**src/brownout_reset_control.sv**
```systemverilog
// The address map and the APB slave port are this design's own decisions.
`timescale 1ns/1ps

// ****************************************************************
// Shared constants and types
// ****************************************************************
package brownout_pkg;

  // Register byte addresses
  localparam logic [11:0] ADDR_CTRL   = 12'h000;
  localparam logic [11:0] ADDR_STATUS = 12'h004;

  // Control register field positions
  localparam int unsigned SBEN_BIT = 6;
  localparam int unsigned PORF_BIT = 1;
  localparam int unsigned BORF_BIT = 0;

  // Control register reset values
  localparam logic SBEN_RESET = 1'b1;
  localparam logic PORF_RESET = 1'b0;
  localparam logic BORF_RESET = 1'b0;

  // Status register field positions
  localparam int unsigned ST_STATE_LSB = 0;
  localparam int unsigned ST_DET_BIT   = 2;
  localparam int unsigned ST_RST_BIT   = 3;
  localparam int unsigned ST_LOW_BIT   = 4;
  localparam int unsigned ST_TMR_BIT   = 5;
  localparam int unsigned ST_LVL_LSB   = 8;
  localparam int unsigned ST_CFG_LSB   = 10;

  // Timing: figures in their own unit, cycles derived from them
  localparam int unsigned CLK_PERIOD_NS     = 10;
  localparam int unsigned BROWNOUT_MIN_NS   = 200;
  localparam int unsigned POWERUP_DELAY_US  = 1000;
  localparam int unsigned BROWNOUT_MIN_CYC  =
    (BROWNOUT_MIN_NS + CLK_PERIOD_NS - 1) / CLK_PERIOD_NS;
  localparam int unsigned POWERUP_DELAY_CYC =
    (POWERUP_DELAY_US * 1000 + CLK_PERIOD_NS - 1) / CLK_PERIOD_NS;

  // Enable configuration field encodings
  typedef enum logic [1:0] {
    CFG_OFF     = 2'b00,
    CFG_SOFT    = 2'b01,
    CFG_NOSLEEP = 2'b10,
    CFG_ON      = 2'b11
  } brownout_cfg_t;

  // Reset sequencer states
  typedef enum logic [1:0] {
    ST_RUN      = 2'b00,
    ST_BROWNOUT = 2'b01,
    ST_DELAY    = 2'b10
  } seq_state_t;

endpackage

// What this block does
// - With detection enabled, a low supply longer than the minimum duration resets the chip.
// - Brown-out reset holds for as long as the supply stays low.
// - With the delay timer enabled, recovery starts it and reset lasts the full delay.
// - Supply low again during the delay re-enters brown-out reset and restarts the delay.
// - Brown-out detection and the delay timer are enabled independently.
// - In setting 01 the software enable bit turns detection on and off.
// - Outside setting 01 the software enable bit has no effect and reads 0.
// - The threshold comes only from the level field and software cannot change it.
// - With detection enabled, every brown-out entry from run and every power-on reset clears the brown-out flag.
// - In setting 10 detection runs in run and idle and is off during sleep.
// - In setting 11 detection is always on.
// - In setting 00 detection is always off and software cannot turn it on.
module brownout_reset_control
  import brownout_pkg::*;
#(
  parameter int unsigned POWERUP_DELAY_CYCLES = POWERUP_DELAY_CYC
) (
  input  wire logic        pclk,
  input  wire logic        presetn,
  input  wire logic        psel,
  input  wire logic        penable,
  input  wire logic        pwrite,
  input  wire logic [11:0] paddr,
  input  wire logic [31:0] pwdata,
  input  wire logic [3:0]  pstrb,
  output logic      [31:0] prdata,
  output logic             pready,
  output logic             pslverr,
  input  wire logic        supply_low,
  input  wire logic [1:0]  brownout_enable_cfg,
  input  wire logic [1:0]  brownout_level_sel,
  input  wire logic        powerup_timer_en,
  input  wire logic        sleep_mode,
  output logic             chip_reset,
  output logic             comparator_enable,
  output logic [1:0]       threshold_sel
);

  // ****************************************************************
  // Input synchronisers and configuration capture
  // ****************************************************************
  logic       low_meta_reg;
  logic       low_sync_reg;
  logic [1:0] cfg_meta_reg;
  logic [1:0] cfg_reg;
  logic [1:0] lvl_meta_reg;
  logic [1:0] lvl_reg;
  logic       tmr_meta_reg;
  logic       tmr_en_reg;
  logic       sleep_meta_reg;
  logic       sleep_reg;

  // Two stages each; only the second stage is read
  always_ff @(posedge pclk or negedge presetn) begin
    if (!presetn) begin
      low_meta_reg   <= 1'b0;
      low_sync_reg   <= 1'b0;
      cfg_meta_reg   <= 2'b00;
      cfg_reg        <= 2'b00;
      lvl_meta_reg   <= 2'b00;
      lvl_reg        <= 2'b00;
      tmr_meta_reg   <= 1'b0;
      tmr_en_reg     <= 1'b0;
      sleep_meta_reg <= 1'b0;
      sleep_reg      <= 1'b0;
    end else begin
      low_meta_reg   <= supply_low;
      low_sync_reg   <= low_meta_reg;
      cfg_meta_reg   <= brownout_enable_cfg;
      cfg_reg        <= cfg_meta_reg;
      lvl_meta_reg   <= brownout_level_sel;
      lvl_reg        <= lvl_meta_reg;
      tmr_meta_reg   <= powerup_timer_en;
      tmr_en_reg     <= tmr_meta_reg;
      sleep_meta_reg <= sleep_mode;
      sleep_reg      <= sleep_meta_reg;
    end
  end

  // ****************************************************************
  // Detection enable and sequencer
  // ****************************************************************
  seq_state_t state_reg;
  seq_state_t state_next;
  logic       sben_reg;
  logic       detect_next;
  logic       detect_reg;
  logic       qual_done;
  logic       delay_done;
  logic       enter_brownout;

  // Enable per configuration; sben only counts in soft mode
  always_comb begin
    case (brownout_cfg_t'(cfg_reg))
      CFG_OFF:     detect_next = 1'b0;
      CFG_SOFT:    detect_next = sben_reg;
      CFG_NOSLEEP: detect_next = !sleep_reg;
      default:     detect_next = 1'b1;
    endcase
  end

  // Qualifier: low must persist past the minimum duration
  duration_counter #(
    .LIMIT (BROWNOUT_MIN_CYC)
  ) u_low_qual (
    .pclk    (pclk),
    .presetn (presetn),
    .run     (detect_reg && low_sync_reg && state_reg == ST_RUN),
    .done    (qual_done)
  );

  // Power-up delay runs only while the supply stays good
  duration_counter #(
    .LIMIT (POWERUP_DELAY_CYCLES)
  ) u_delay (
    .pclk    (pclk),
    .presetn (presetn),
    .run     (state_reg == ST_DELAY && !low_sync_reg),
    .done    (delay_done)
  );

  assign enter_brownout = (state_reg == ST_RUN) && qual_done;

  // Next state: brown-out entry, hold, optional delay
  always_comb begin
    state_next = state_reg;
    case (state_reg)
      ST_RUN: begin
        if (enter_brownout) begin
          state_next = ST_BROWNOUT;
        end
      end
      ST_BROWNOUT: begin
        if (low_sync_reg) begin
          state_next = ST_BROWNOUT;
        end else if (tmr_en_reg) begin
          state_next = ST_DELAY;
        end else begin
          state_next = ST_RUN;
        end
      end
      ST_DELAY: begin
        if (low_sync_reg) begin
          state_next = ST_BROWNOUT;
        end else if (delay_done) begin
          state_next = ST_RUN;
        end
      end
      default: state_next = ST_RUN;
    endcase
  end

  // Sequencer and output registers
  always_ff @(posedge pclk or negedge presetn) begin
    if (!presetn) begin
      state_reg         <= ST_RUN;
      detect_reg        <= 1'b0;
      chip_reset        <= 1'b0;
      comparator_enable <= 1'b0;
      threshold_sel     <= 2'b00;
    end else begin
      state_reg         <= state_next;
      detect_reg        <= detect_next;
      chip_reset        <= (state_next != ST_RUN);
      comparator_enable <= detect_next;
      threshold_sel     <= lvl_reg;
    end
  end

  // ****************************************************************
  // APB slave and control register
  // ****************************************************************
  logic        porf_reg;
  logic        borf_reg;
  logic        sben_next;
  logic        porf_next;
  logic        borf_next;
  logic        wr_ctrl;
  logic        setup;
  logic        hit_ctrl;
  logic        hit_status;
  logic [31:0] rdata_next;
  logic [31:0] ctrl_view;
  logic [31:0] status_view;

  assign setup      = psel && !penable;
  assign hit_ctrl   = (paddr == ADDR_CTRL);
  assign hit_status = (paddr == ADDR_STATUS);
  assign wr_ctrl    = psel && penable && pready && pwrite && hit_ctrl
                      && pstrb[0];

  // Control view; sben is masked outside soft mode
  always_comb begin
    ctrl_view           = '0;
    ctrl_view[SBEN_BIT] = (cfg_reg == CFG_SOFT) && sben_reg;
    ctrl_view[PORF_BIT] = porf_reg;
    ctrl_view[BORF_BIT] = borf_reg;
  end

  // Status view: sequencer, enable and synced inputs
  always_comb begin
    status_view                         = '0;
    status_view[ST_STATE_LSB +: 2]      = state_reg;
    status_view[ST_DET_BIT]             = detect_reg;
    status_view[ST_RST_BIT]             = chip_reset;
    status_view[ST_LOW_BIT]             = low_sync_reg;
    status_view[ST_TMR_BIT]             = tmr_en_reg;
    status_view[ST_LVL_LSB +: 2]        = lvl_reg;
    status_view[ST_CFG_LSB +: 2]        = cfg_reg;
  end

  // Read data decode; unmapped addresses read zero with error
  always_comb begin
    if (hit_ctrl) begin
      rdata_next = ctrl_view;
    end else if (hit_status) begin
      rdata_next = status_view;
    end else begin
      rdata_next = '0;
    end
  end

  // Flag updates; a brown-out entry beats a write in same cycle
  always_comb begin
    sben_next = sben_reg;
    porf_next = porf_reg;
    borf_next = borf_reg;
    if (wr_ctrl) begin
      if (cfg_reg == CFG_SOFT) begin
        sben_next = pwdata[SBEN_BIT];
      end
      porf_next = pwdata[PORF_BIT];
      borf_next = pwdata[BORF_BIT];
    end
    if (enter_brownout && detect_reg) begin
      borf_next = 1'b0;
    end
  end

  // Flags reset on power-on; reply registered at setup
  always_ff @(posedge pclk or negedge presetn) begin
    if (!presetn) begin
      sben_reg <= SBEN_RESET;
      porf_reg <= PORF_RESET;
      borf_reg <= BORF_RESET;
      prdata   <= '0;
      pready   <= 1'b0;
      pslverr  <= 1'b0;
    end else begin
      sben_reg <= sben_next;
      porf_reg <= porf_next;
      borf_reg <= borf_next;
      pready   <= setup;
      if (setup) begin
        prdata  <= pwrite ? 32'h0000_0000 : rdata_next;
        pslverr <= !(hit_ctrl || hit_status);
      end else begin
        prdata  <= '0;
        pslverr <= 1'b0;
      end
    end
  end
endmodule

```
**src/duration_counter.sv**
```systemverilog
`timescale 1ns/1ps

// ****************************************************************
// Saturating duration counter
// ****************************************************************
// Counts while run is high, clears as soon as run drops, and
// raises done once run has lasted LIMIT clock edges. Used for
// both the low-supply qualifier and the power-up delay timer.
module duration_counter #(
  parameter int unsigned LIMIT = 20
) (
  input  wire logic pclk,
  input  wire logic presetn,
  input  wire logic run,
  output logic      done
);

  localparam int unsigned W   = $clog2(LIMIT + 1);
  localparam logic [W-1:0] TOP = W'(LIMIT);

  logic [W-1:0] cnt_reg;
  logic [W-1:0] cnt_next;

  // Saturate at the limit so done stays up while run holds
  always_comb begin
    if (!run) begin
      cnt_next = '0;                  // Any gap restarts the count
    end else if (cnt_reg == TOP) begin
      cnt_next = cnt_reg;
    end else begin
      cnt_next = cnt_reg + W'(1);
    end
  end

  // Count register
  always_ff @(posedge pclk or negedge presetn) begin
    if (!presetn) begin
      cnt_reg <= '0;
    end else begin
      cnt_reg <= cnt_next;
    end
  end

  // Gated with run so a drop is seen in the same cycle
  assign done = run && (cnt_reg == TOP);
endmodule

```
**config.mk**
```make
export PLATFORM = sky130hd
export DESIGN_NAME = brownout_reset_control
export DESIGN_NICKNAME = d
export VERILOG_FILES = /design/src/brownout_reset_control.sv /design/src/duration_counter.sv
export SDC_FILE = /design/constraint.sdc
export NUM_CORES = 1
export LEC_CHECK = 0
export BUFFER_PORTS_ARGS = -buffer_cell sky130_fd_sc_hd__buf_2
export CAP_MARGIN = 25
export CORE_AREA = 2 2 53 104
export DETAILED_ROUTE_END_ITERATION = 7
export DIE_AREA = 0 0 55 106
export GPL_TIMING_DRIVEN = 0
export PLACE_DENSITY = 0.82
export SYNTH_ARGS = -nofsm -noshare
export SYNTH_HDL_FRONTEND = slang
export SYNTH_SLANG_ARGS = --single-unit
```
**constraint.sdc**
```tcl
create_clock -name pclk -period 3.4 [get_ports pclk]
set_clock_uncertainty 0.2 [all_clocks]
set_input_delay 0.68 -clock pclk [delete_from_list [all_inputs] [get_ports pclk]]
set_output_delay 0.68 -clock pclk [all_outputs]
set_load 0.01 [all_outputs]
```
# Word-level counts from Yosys, hierarchy flattened
# Cells that the tools add are included.
# word_totals
output_inout_bits,38
reg_bits,79
in_bits,60
# op_classes
add_sub_neg,2
n_reduce_logical,25
n_eq_ne,9
n_mux,18
# op_table
op,n
32-bit 2-to-1 mux,2
17-bit 2-to-1 mux,2
12-bit 2-to-1 mux,2
"17-bit by 1-bit adder with 17-bit output, second input constant",1
"17-bit == test, second input constant",1
1-bit logical AND,14
"12-bit by 3-bit == test with 1-bit output, second input constant",1
12-bit logical NOT,1
2-bit 2-to-1 mux,5
5-bit 2-to-1 mux,2
2-bit one-hot mux with 3 select lines,1
"5-bit by 1-bit adder with 5-bit output, second input constant",1
"5-bit == test, second input constant",1
"2-bit by 1-bit == test with 1-bit output, second input constant",2
"2-bit == test, second input constant",2
1-bit logical NOT,4
2-bit logical NOT,2
"2-bit != test, second input constant",2
2-bit nonzero test,2
1-bit 2-to-1 mux,3
1-bit one-hot mux with 3 select lines,1
2-bit AND reduction,1
1-bit logical OR,1

# Logic depth before layout (Yosys ltp)
# Gate-level depths: netlist of the first run.
# depth
depth_word,7
ltp_mapped,6
depth_no_buf,6

# Modules after synthesis
# A second synthesis of the first run with hierarchy kept.
# hier_totals
hier_cells,229
hier_area_um2,2608.8
# modules_own_cells
mod,n_inst,seq_area_each_um2,area_each_um2,cells_each
brownout_reset_control,1,902.1,1377.6,107
duration_counter (u_delay),1,425.4,922.1,93
duration_counter (u_low_qual),1,125.1,309.0,29

# Worst setup path before layout of the first run
# No wires, ideal clock.
# synth_timing
path_type,input to register
from,in paddr[1]
to,reg porf_reg
t_arrival_ps,1538
slack_ps,1537
stages,4
t_required_ps,3075
setup_ps,125
cell_sequence,nor4_1 and3_1 nand2_1 mux2_2
# synth_between
elab_chain_len,3
# synth_rtl
item,line,rtl
"start, declared",brownout_reset_control.sv:81,"input wire logic [11:0] paddr,"
12-bit logical NOT,brownout_reset_control.sv:245,assign hit_ctrl = (paddr == ADDR_CTRL);
1-bit logical AND,brownout_reset_control.sv:247,assign wr_ctrl = psel && penable && pready && pwrite && hit_ctrl
1-bit logical AND,brownout_reset_control.sv:248,&& pstrb[0];
"end signal, assigned",brownout_reset_control.sv:309,porf_reg <= porf_next;
"end, declared",brownout_reset_control.sv:231,logic porf_reg;
# Every way passes these cells.
# A chain may end at the register's enable or synchronous reset.

# Worst setup path in the final report of the first run
# layout_timing
from,reg u_delay.cnt_reg[0]
to,reg u_delay.cnt_reg[15]
# layout_between
elab_chain_len,3
word_cells_on_any_way,5
# layout_rtl
item,line,rtl
"start, declared",duration_counter.sv:21,logic [W-1:0] cnt_reg;
"start signal, assigned",duration_counter.sv:40,cnt_reg <= cnt_next;
17-bit by 1-bit adder with 17-bit output,duration_counter.sv:31,cnt_next = cnt_reg + W'(1);
17-bit 2-to-1 mux,duration_counter.sv:28,end else if (cnt_reg == TOP) begin
17-bit 2-to-1 mux,duration_counter.sv:26,if (!run) begin
# Parallel ways exist; a longest one is shown, timed or not. The select of a mux whose other input is x is not followed.

==> results of run 1 <==
[final cells by class]
type / count / share of cell area (%)
plain buffers: 25 / 5.61
clock buffers: 13 / 4.73
clock inverters: 3 / 2.07
inverters: 9 / 1.07
multi-input cells: 156 / 30.4
flip-flops and latches: 58 / 46.2
well taps: 58 / 2.31
repair buffers: 45 / 7.63
[placed cells by master, fill, tap and decap left out, drive strengths merged, types with 6 or more instances in the layout]
cell	instances
buf	67
dfrtp	57
conb	21
nor2	19
clkbuf	16
nand2	15
a21oi	10
inv	9
xor2	9
and2	8
nand3	7
nand4	6
nor3	6
[stage by stage]
step | utilization [%] | std cells | hold slack [ns] | power (W)
3_5_place_dp | 57.6 | 351 | 0.136 | 0.000799
2_1_floorplan | - | 248 | 0.131 | 0.000759
5_1_grt | 61.8 | 367 | 0.133 | 0.00153
4_1_cts | 61.8 | 367 | 0.113 | 0.00149
6_report | 61.8 | 367 | 0.118 | 0.00147
3_3_place_gp | 57.2 | 350 | 0.133 | 0.000794
[worst min-delay path by stage]
stage / endpoint / slack (ns) / cells after the start
floorplan: cfg_reg[0] / 0.13 / 0
global placement: lvl_reg[1] / 0.13 / 0
detailed placement: lvl_reg[0] / 0.14 / 0
CTS: porf_reg / 0.11 / 1
global route: porf_reg / 0.13 / 1
finish: cfg_reg[0] / 0.12 / 1
[cell families after synthesis]
logic type	after synthesis	synth area share [%]
compound gates	19	4.33
xor+xnor	13	4.47
fa+ha+maj	4	1.97
buf+inv	34	8.26
flops	58	57.1
mux	6	2.46
other cells	1	0.147
simple gates	93	21.3
[layer usage]
| layer | routed length (um) | share of wire [%] |
|---|---|---|
| met5 | 0 | 0 |
| met3 | 223 | 4.6 |
| met2 | 2790 | 57 |
| met1 | 1710 | 35 |
| met4 | 132 | 2.7 |
[power by group]
group,leakage [nW],internal (W),switching (W),total [W]
registers,0.760,0.000703,0.00000697,0.000710
clock network,0.108,0.000432,0.000250,0.000682
logic,0.680,0.0000358,0.0000410,0.0000768
total,1.55,0.00117,0.000298,0.00147
==> impl_metrics.tcl, run 1 <==
set metrics [dict create \
    critical_path_class "reg -> reg" \
    async_flop_share_pct 100 \
    grt_pass1_wl_mm 8.16 \
    num_rows 37 \
    largest_register_ffs 17 \
    die_w_um 55 \
    crit_cells 4 \
    ys_top_cells_by_area "dfrtp_1 56%, buf_4 6.5%, xor2_1 3.1%" \
    clock_latency_ns 0.33 \
    drt-wirelength-per-cell_um 13.2 \
    fin_crit_ns 2.01 \
    r2r_slack_ns 1.39 \
    cts.sinks 58 \
    synth_common_cells "57 x dfrtp_1, 22 x buf_4, 19 x nor2_1, 15 x nand2_1, 10 x a21oi_1" \
    vias 1868 \
    min_period_over_period_pct 59.0 \
    placed_cell_area_sq_um 2930 \
    hp-class "in -> async" \
    top_usage_layer "met2" \
    reg2reg_to "u_delay.cnt_reg[15]" \
    ir_drop_v 0.000377 \
    place_ws_ns 1.12 \
    critPathLaunch "u_delay.cnt_reg[0]" \
    cts_setup_buffers 0 \
    fin_ws_ns 1.39 \
    drt_iter0_drc 32 \
    synth_cells 228 \
    globalplace.congestion 0.762 \
    synth_top_area_cell "dfrtp_1" \
    leakage_nw 1.55 \
    report.final.slew_viol_count 0 \
    ant_nets 0 \
    vias_per_cell 5.09 \
    multi_input_area_sq_um 957 \
    synth.most_common_cell "dfrtp_1" \
    synth-edff-count 0 \
    grt_max_degree 38 \
    r2r_start "u_delay.cnt_reg[0]" \
    avgSynthCellArea_sq_um 11.2 \
    synth_ff_type "dfrtp_1" \
    r2r_cells 4 \
    worst_pin_slew_ns 0.521 \
    path_cells "nand2_1 -> or4_4 -> or4_1 -> nand2_1" \
    ctsHoldBuffers 0 \
    post-dp-hpwl_mm 3.52 \
    h-tree-depth 3 \
    relSlewSlack_pct 65.3 \
    fmaxAchievable_ghz 0.498 \
    end_kind "flip-flop" \
    regArea_sq_um 1450 \
    synth.cell_area_sq_um 2540 \
    ios 98 \
    setup_violations 0 \
    initial_core_util_pct 50.0 \
    cp_num_buf_inv 0 \
    rsz0062_at_grt "false" \
    yosysTopAreaCellShare_pct 56.0 \
    drive_gt1_share_pct 28.8 \
    die-height_um 106 \
    critPathCapture "u_delay.cnt_reg[15]" \
    crit_top_cell "nand2_1" \
    drc 0 \
    clockRootBuffer "clkbuf_8" \
    power_density_nw_per_um2 467 \
    met3_usage_pct 5.90 \
    crit_fanout 6 \
    met2_usage_pct 34.7 \
    worst_setup_path_start_kind "flip-flop" \
    cts_tree "done" \
    cap_viol_max_count 0 \
    antenna_cells 0 \
    timing.final.hold_violations 0 \
    cp.required_ns 3.47 \
    synth.distinct_cells 43 \
    critPathSlowestCell "or4_4" \
    path_clk_slew_ns 0.06 \
    outcome "completed" \
    cp.arrival_ns 2.08 \
    yosysWarnings 0 \
    cts.repair.resized 0 \
    area_delta_synth_final_pct 23.6 \
    port_buffers 44 \
    core_sq_um 5090 \
    die_area_sq_um 5830 \
    grt_pass1_vias 1971 \
    critPathTopFamily "simple AND/OR/NAND/NOR gates" \
    wl_mm 4.85 \
    gr-total-overflow 0 \
    first_pass_iters 4 \
    ys_seq_area_share_pct 57.1 \
    ctsLongestPathBuffers 2 \
    nFillCells 429 \
    synth_seq_cells 58 \
    grt_usage_pct 19.3 \
    met1_usage_pct 17.8 \
    cpPeakStageDelay_ns 0.59 \
    final_nets 368 \
    numCtsBuffers 9 \
    antenna_found_initial 0 \
    stdcell_area_sq_um 3150 \
    fin_tns_setup_ns 0 \
]
(Power assumes the default switching activity.)
==> run 2, diff against run 1 <==
--- a/config.mk
+++ b/config.mk
@@ -7,11 +7,11 @@
 export LEC_CHECK = 0
 export BUFFER_PORTS_ARGS = -buffer_cell sky130_fd_sc_hd__buf_2
 export CAP_MARGIN = 25
-export CORE_AREA = 2 2 53 104
+export CORE_AREA = 2 2 57 113
 export DETAILED_ROUTE_END_ITERATION = 7
-export DIE_AREA = 0 0 55 106
+export DIE_AREA = 0 0 59 115
 export GPL_TIMING_DRIVEN = 0
-export PLACE_DENSITY = 0.82
+export PLACE_DENSITY = 0.74
 export SYNTH_ARGS = -nofsm -noshare
 export SYNTH_HDL_FRONTEND = slang
 export SYNTH_SLANG_ARGS = --single-unit
==> constraint.sdc (replaced) <==
create_clock -name pclk -period 1.7 [get_ports pclk]
set_clock_uncertainty 0.2 [all_clocks]
set_input_delay 0.34 -clock pclk [delete_from_list [all_inputs] [get_ports pclk]]
set_output_delay 0.34 -clock pclk [all_outputs]
set_load 0.01 [all_outputs]
==> run 2 against run 1 <==
The flow now finishes with violations (negative setup slack). Setup slack worse by 1.5 ns. Clock-buffer cell count up 3. Non-clock buffer count up 29. Clock power up 140%. Sequential share of layout area down 5.0 points. Wire length up 13%. Core utilization down 1.7 points. Final cell count up 9.3%. Via count up 6.5%. Die area up 16%. Combinational power up 130%. Register-to-register slack worse by 1.5 ns. Critical endpoint unchanged. Largest power group is now the clock network.
==> impl_metrics.tcl, run 2 (synthesized netlist as in run 1, its figures left out) <==
set metrics [dict create \
    outcome "complete, but fails checks" \
    violations "negative setup slack" \
    first_pass_iters 4 \
    cts_tree "done" \
    regArea_sq_um 1460 \
    final_common_cell "dfrtp_1" \
    ios 98 \
    cap_viol_max_count 0 \
    hp-class "in -> reg" \
    gr-total-overflow 0 \
    min_period_over_period_pct 106 \
    placed_cell_area_sq_um 2950 \
    end_kind "flip-flop" \
    path_clk_slew_ns 0.05 \
    fin_tns_setup_ns -0.269 \
    final_nets 397 \
    antenna_cells 0 \
    drive_gt1_share_pct 37.3 \
    holdWs_ns 0.0148 \
    clockRootBuffer "clkbuf_16" \
    area_delta_synth_final_pct 39.4 \
    rsz0062_at_grt "true" \
    mostFrequentLayoutCells "52 x dfrtp_1, 44 x buf_2, 42 x buf_4, 21 x conb_1, 18 x nor2_1" \
    leakage_nw 1.72 \
    die_w_um 59 \
    power_density_nw_per_um2 905 \
    crit_fanout 5 \
    multi_input_area_sq_um 1040 \
    die-height_um 115 \
    worst_setup_path_start_kind "flip-flop" \
    clock_latency_ns 0.32 \
    nFillCells 491 \
    ctsLongestPathBuffers 2 \
    post-dp-hpwl_mm 3.48 \
    grt_max_degree 31 \
    drt_iter0_drc 121 \
    drt-wirelength-per-cell_um 13.6 \
    wl_mm 5.46 \
    grt_usage_pct 17.7 \
    grt_pass1_vias 1934 \
    r2r_slack_ns -0.09 \
    h-tree-depth 3 \
    hold_depth 2 \
    vias 1990 \
    grt_pass1_wl_mm 8.91 \
    r2r_cells 4 \
    critical_path_class "reg -> reg" \
    fin_ws_ns -0.0941 \
    globalplace.congestion 0.743 \
    vias_per_cell 4.96 \
    stdcell_area_sq_um 3550 \
    setup_violations 4 \
    cp.required_ns 1.76 \
    cp.arrival_ns 1.85 \
    worst_pin_slew_ns 0.664 \
    numCtsBuffers 9 \
    core_sq_um 5910 \
    fin_util_pct 60.1 \
    ir_drop_v 0.000701 \
    relSlewSlack_pct 55.7 \
    num_rows 40 \
    ant_nets 0 \
    cts.sinks 58 \
    timing.final.hold_violations 0 \
    report.final.slew_viol_count 0 \
    port_buffers 44 \
    drc 0 \
    fin_crit_ns 1.79 \
    fmaxAchievable_ghz 0.557 \
    antenna_found_initial 0 \
    largest_register_ffs 17 \
    die_area_sq_um 6790 \
    initial_core_util_pct 43.1 \
]
-- run 2: cell types whose count changed in the layout (fill, tap and decap cells not counted), sizes merged --
cell | before | now
dlygate4sd3 | 0 | 8
clkbuf | 16 | 18
clkinv | 1 | 0
buf | 67 | 89
bufinv | 2 | 0
-- run 2: worst paths after layout --
check / from / end
worst max-delay path: u_delay.cnt_reg[2] / u_delay.cnt_reg[15]
worst min-delay path: penable / pready
worst max register to register: u_delay.cnt_reg[2] / u_delay.cnt_reg[15]
worst min register to register: cfg_meta_reg[1] / cfg_reg[1]
max in group asynchronous: presetn / u_delay.cnt_reg[6]
min in group asynchronous: presetn / u_low_qual.cnt_reg[3]
-- run 2: per-stage QoR --
| step | total power (W) | std cells | setup WS (ns) |
|---|---|---|---|
| 6_report | 0.00321 | 401 | -0.0941 |
| 3_5_place_dp | 0.00160 | 356 | -0.336 |
| 4_1_cts | 0.00324 | 396 | -0.0705 |
| 2_1_floorplan | 0.00152 | 248 | -0.0664 |
| 5_1_grt | 0.00332 | 401 | -0.153 |
| 3_3_place_gp | 0.00159 | 355 | -0.252 |
-- run 2: worst max-delay path, cell delays in order (launching register included) --
cell and delay (ns):
dfrtp_1 0.43, nand3_2 0.10, or4_4 0.53, or4_1 0.41
nand2_1 0.07
-- run 2: layout make-up --
class	instances	area share, %
sequential	58	41.1
timing repair buffer	75	13.8
inverter	9	0.952
buffer	24	4.97
multi-input combinational	156	29.3
tap	63	2.22
clock buffer	16	7.65
-- run 2: layer usage --
metal	global-route usage, %	vias up	share of wire, %
met3	4.61	14	4.5
met4	11.4	0	2.8
met5	0	-	0
li1	-	952	-
met2	27.9	58	53
met1	20.7	966	40
-- run 2: power breakdown --
part / internal (W) / switching [W] / leakage (nW)
combinational: 0.0000863 / 0.0000871 / 0.839
sequential: 0.00141 / 0.0000133 / 0.752
clock: 0.00106 / 0.000550 / 0.131
total: 0.00256 / 0.000651 / 1.72
-- run 2: what timing repair did --
item	CTS	global route
pin swaps	7	6
hold buffers	8	0
resized for setup	13	11
hold endpoints to repair	34	0
endpoints found under the setup margin	11	17
setup buffers	17	5
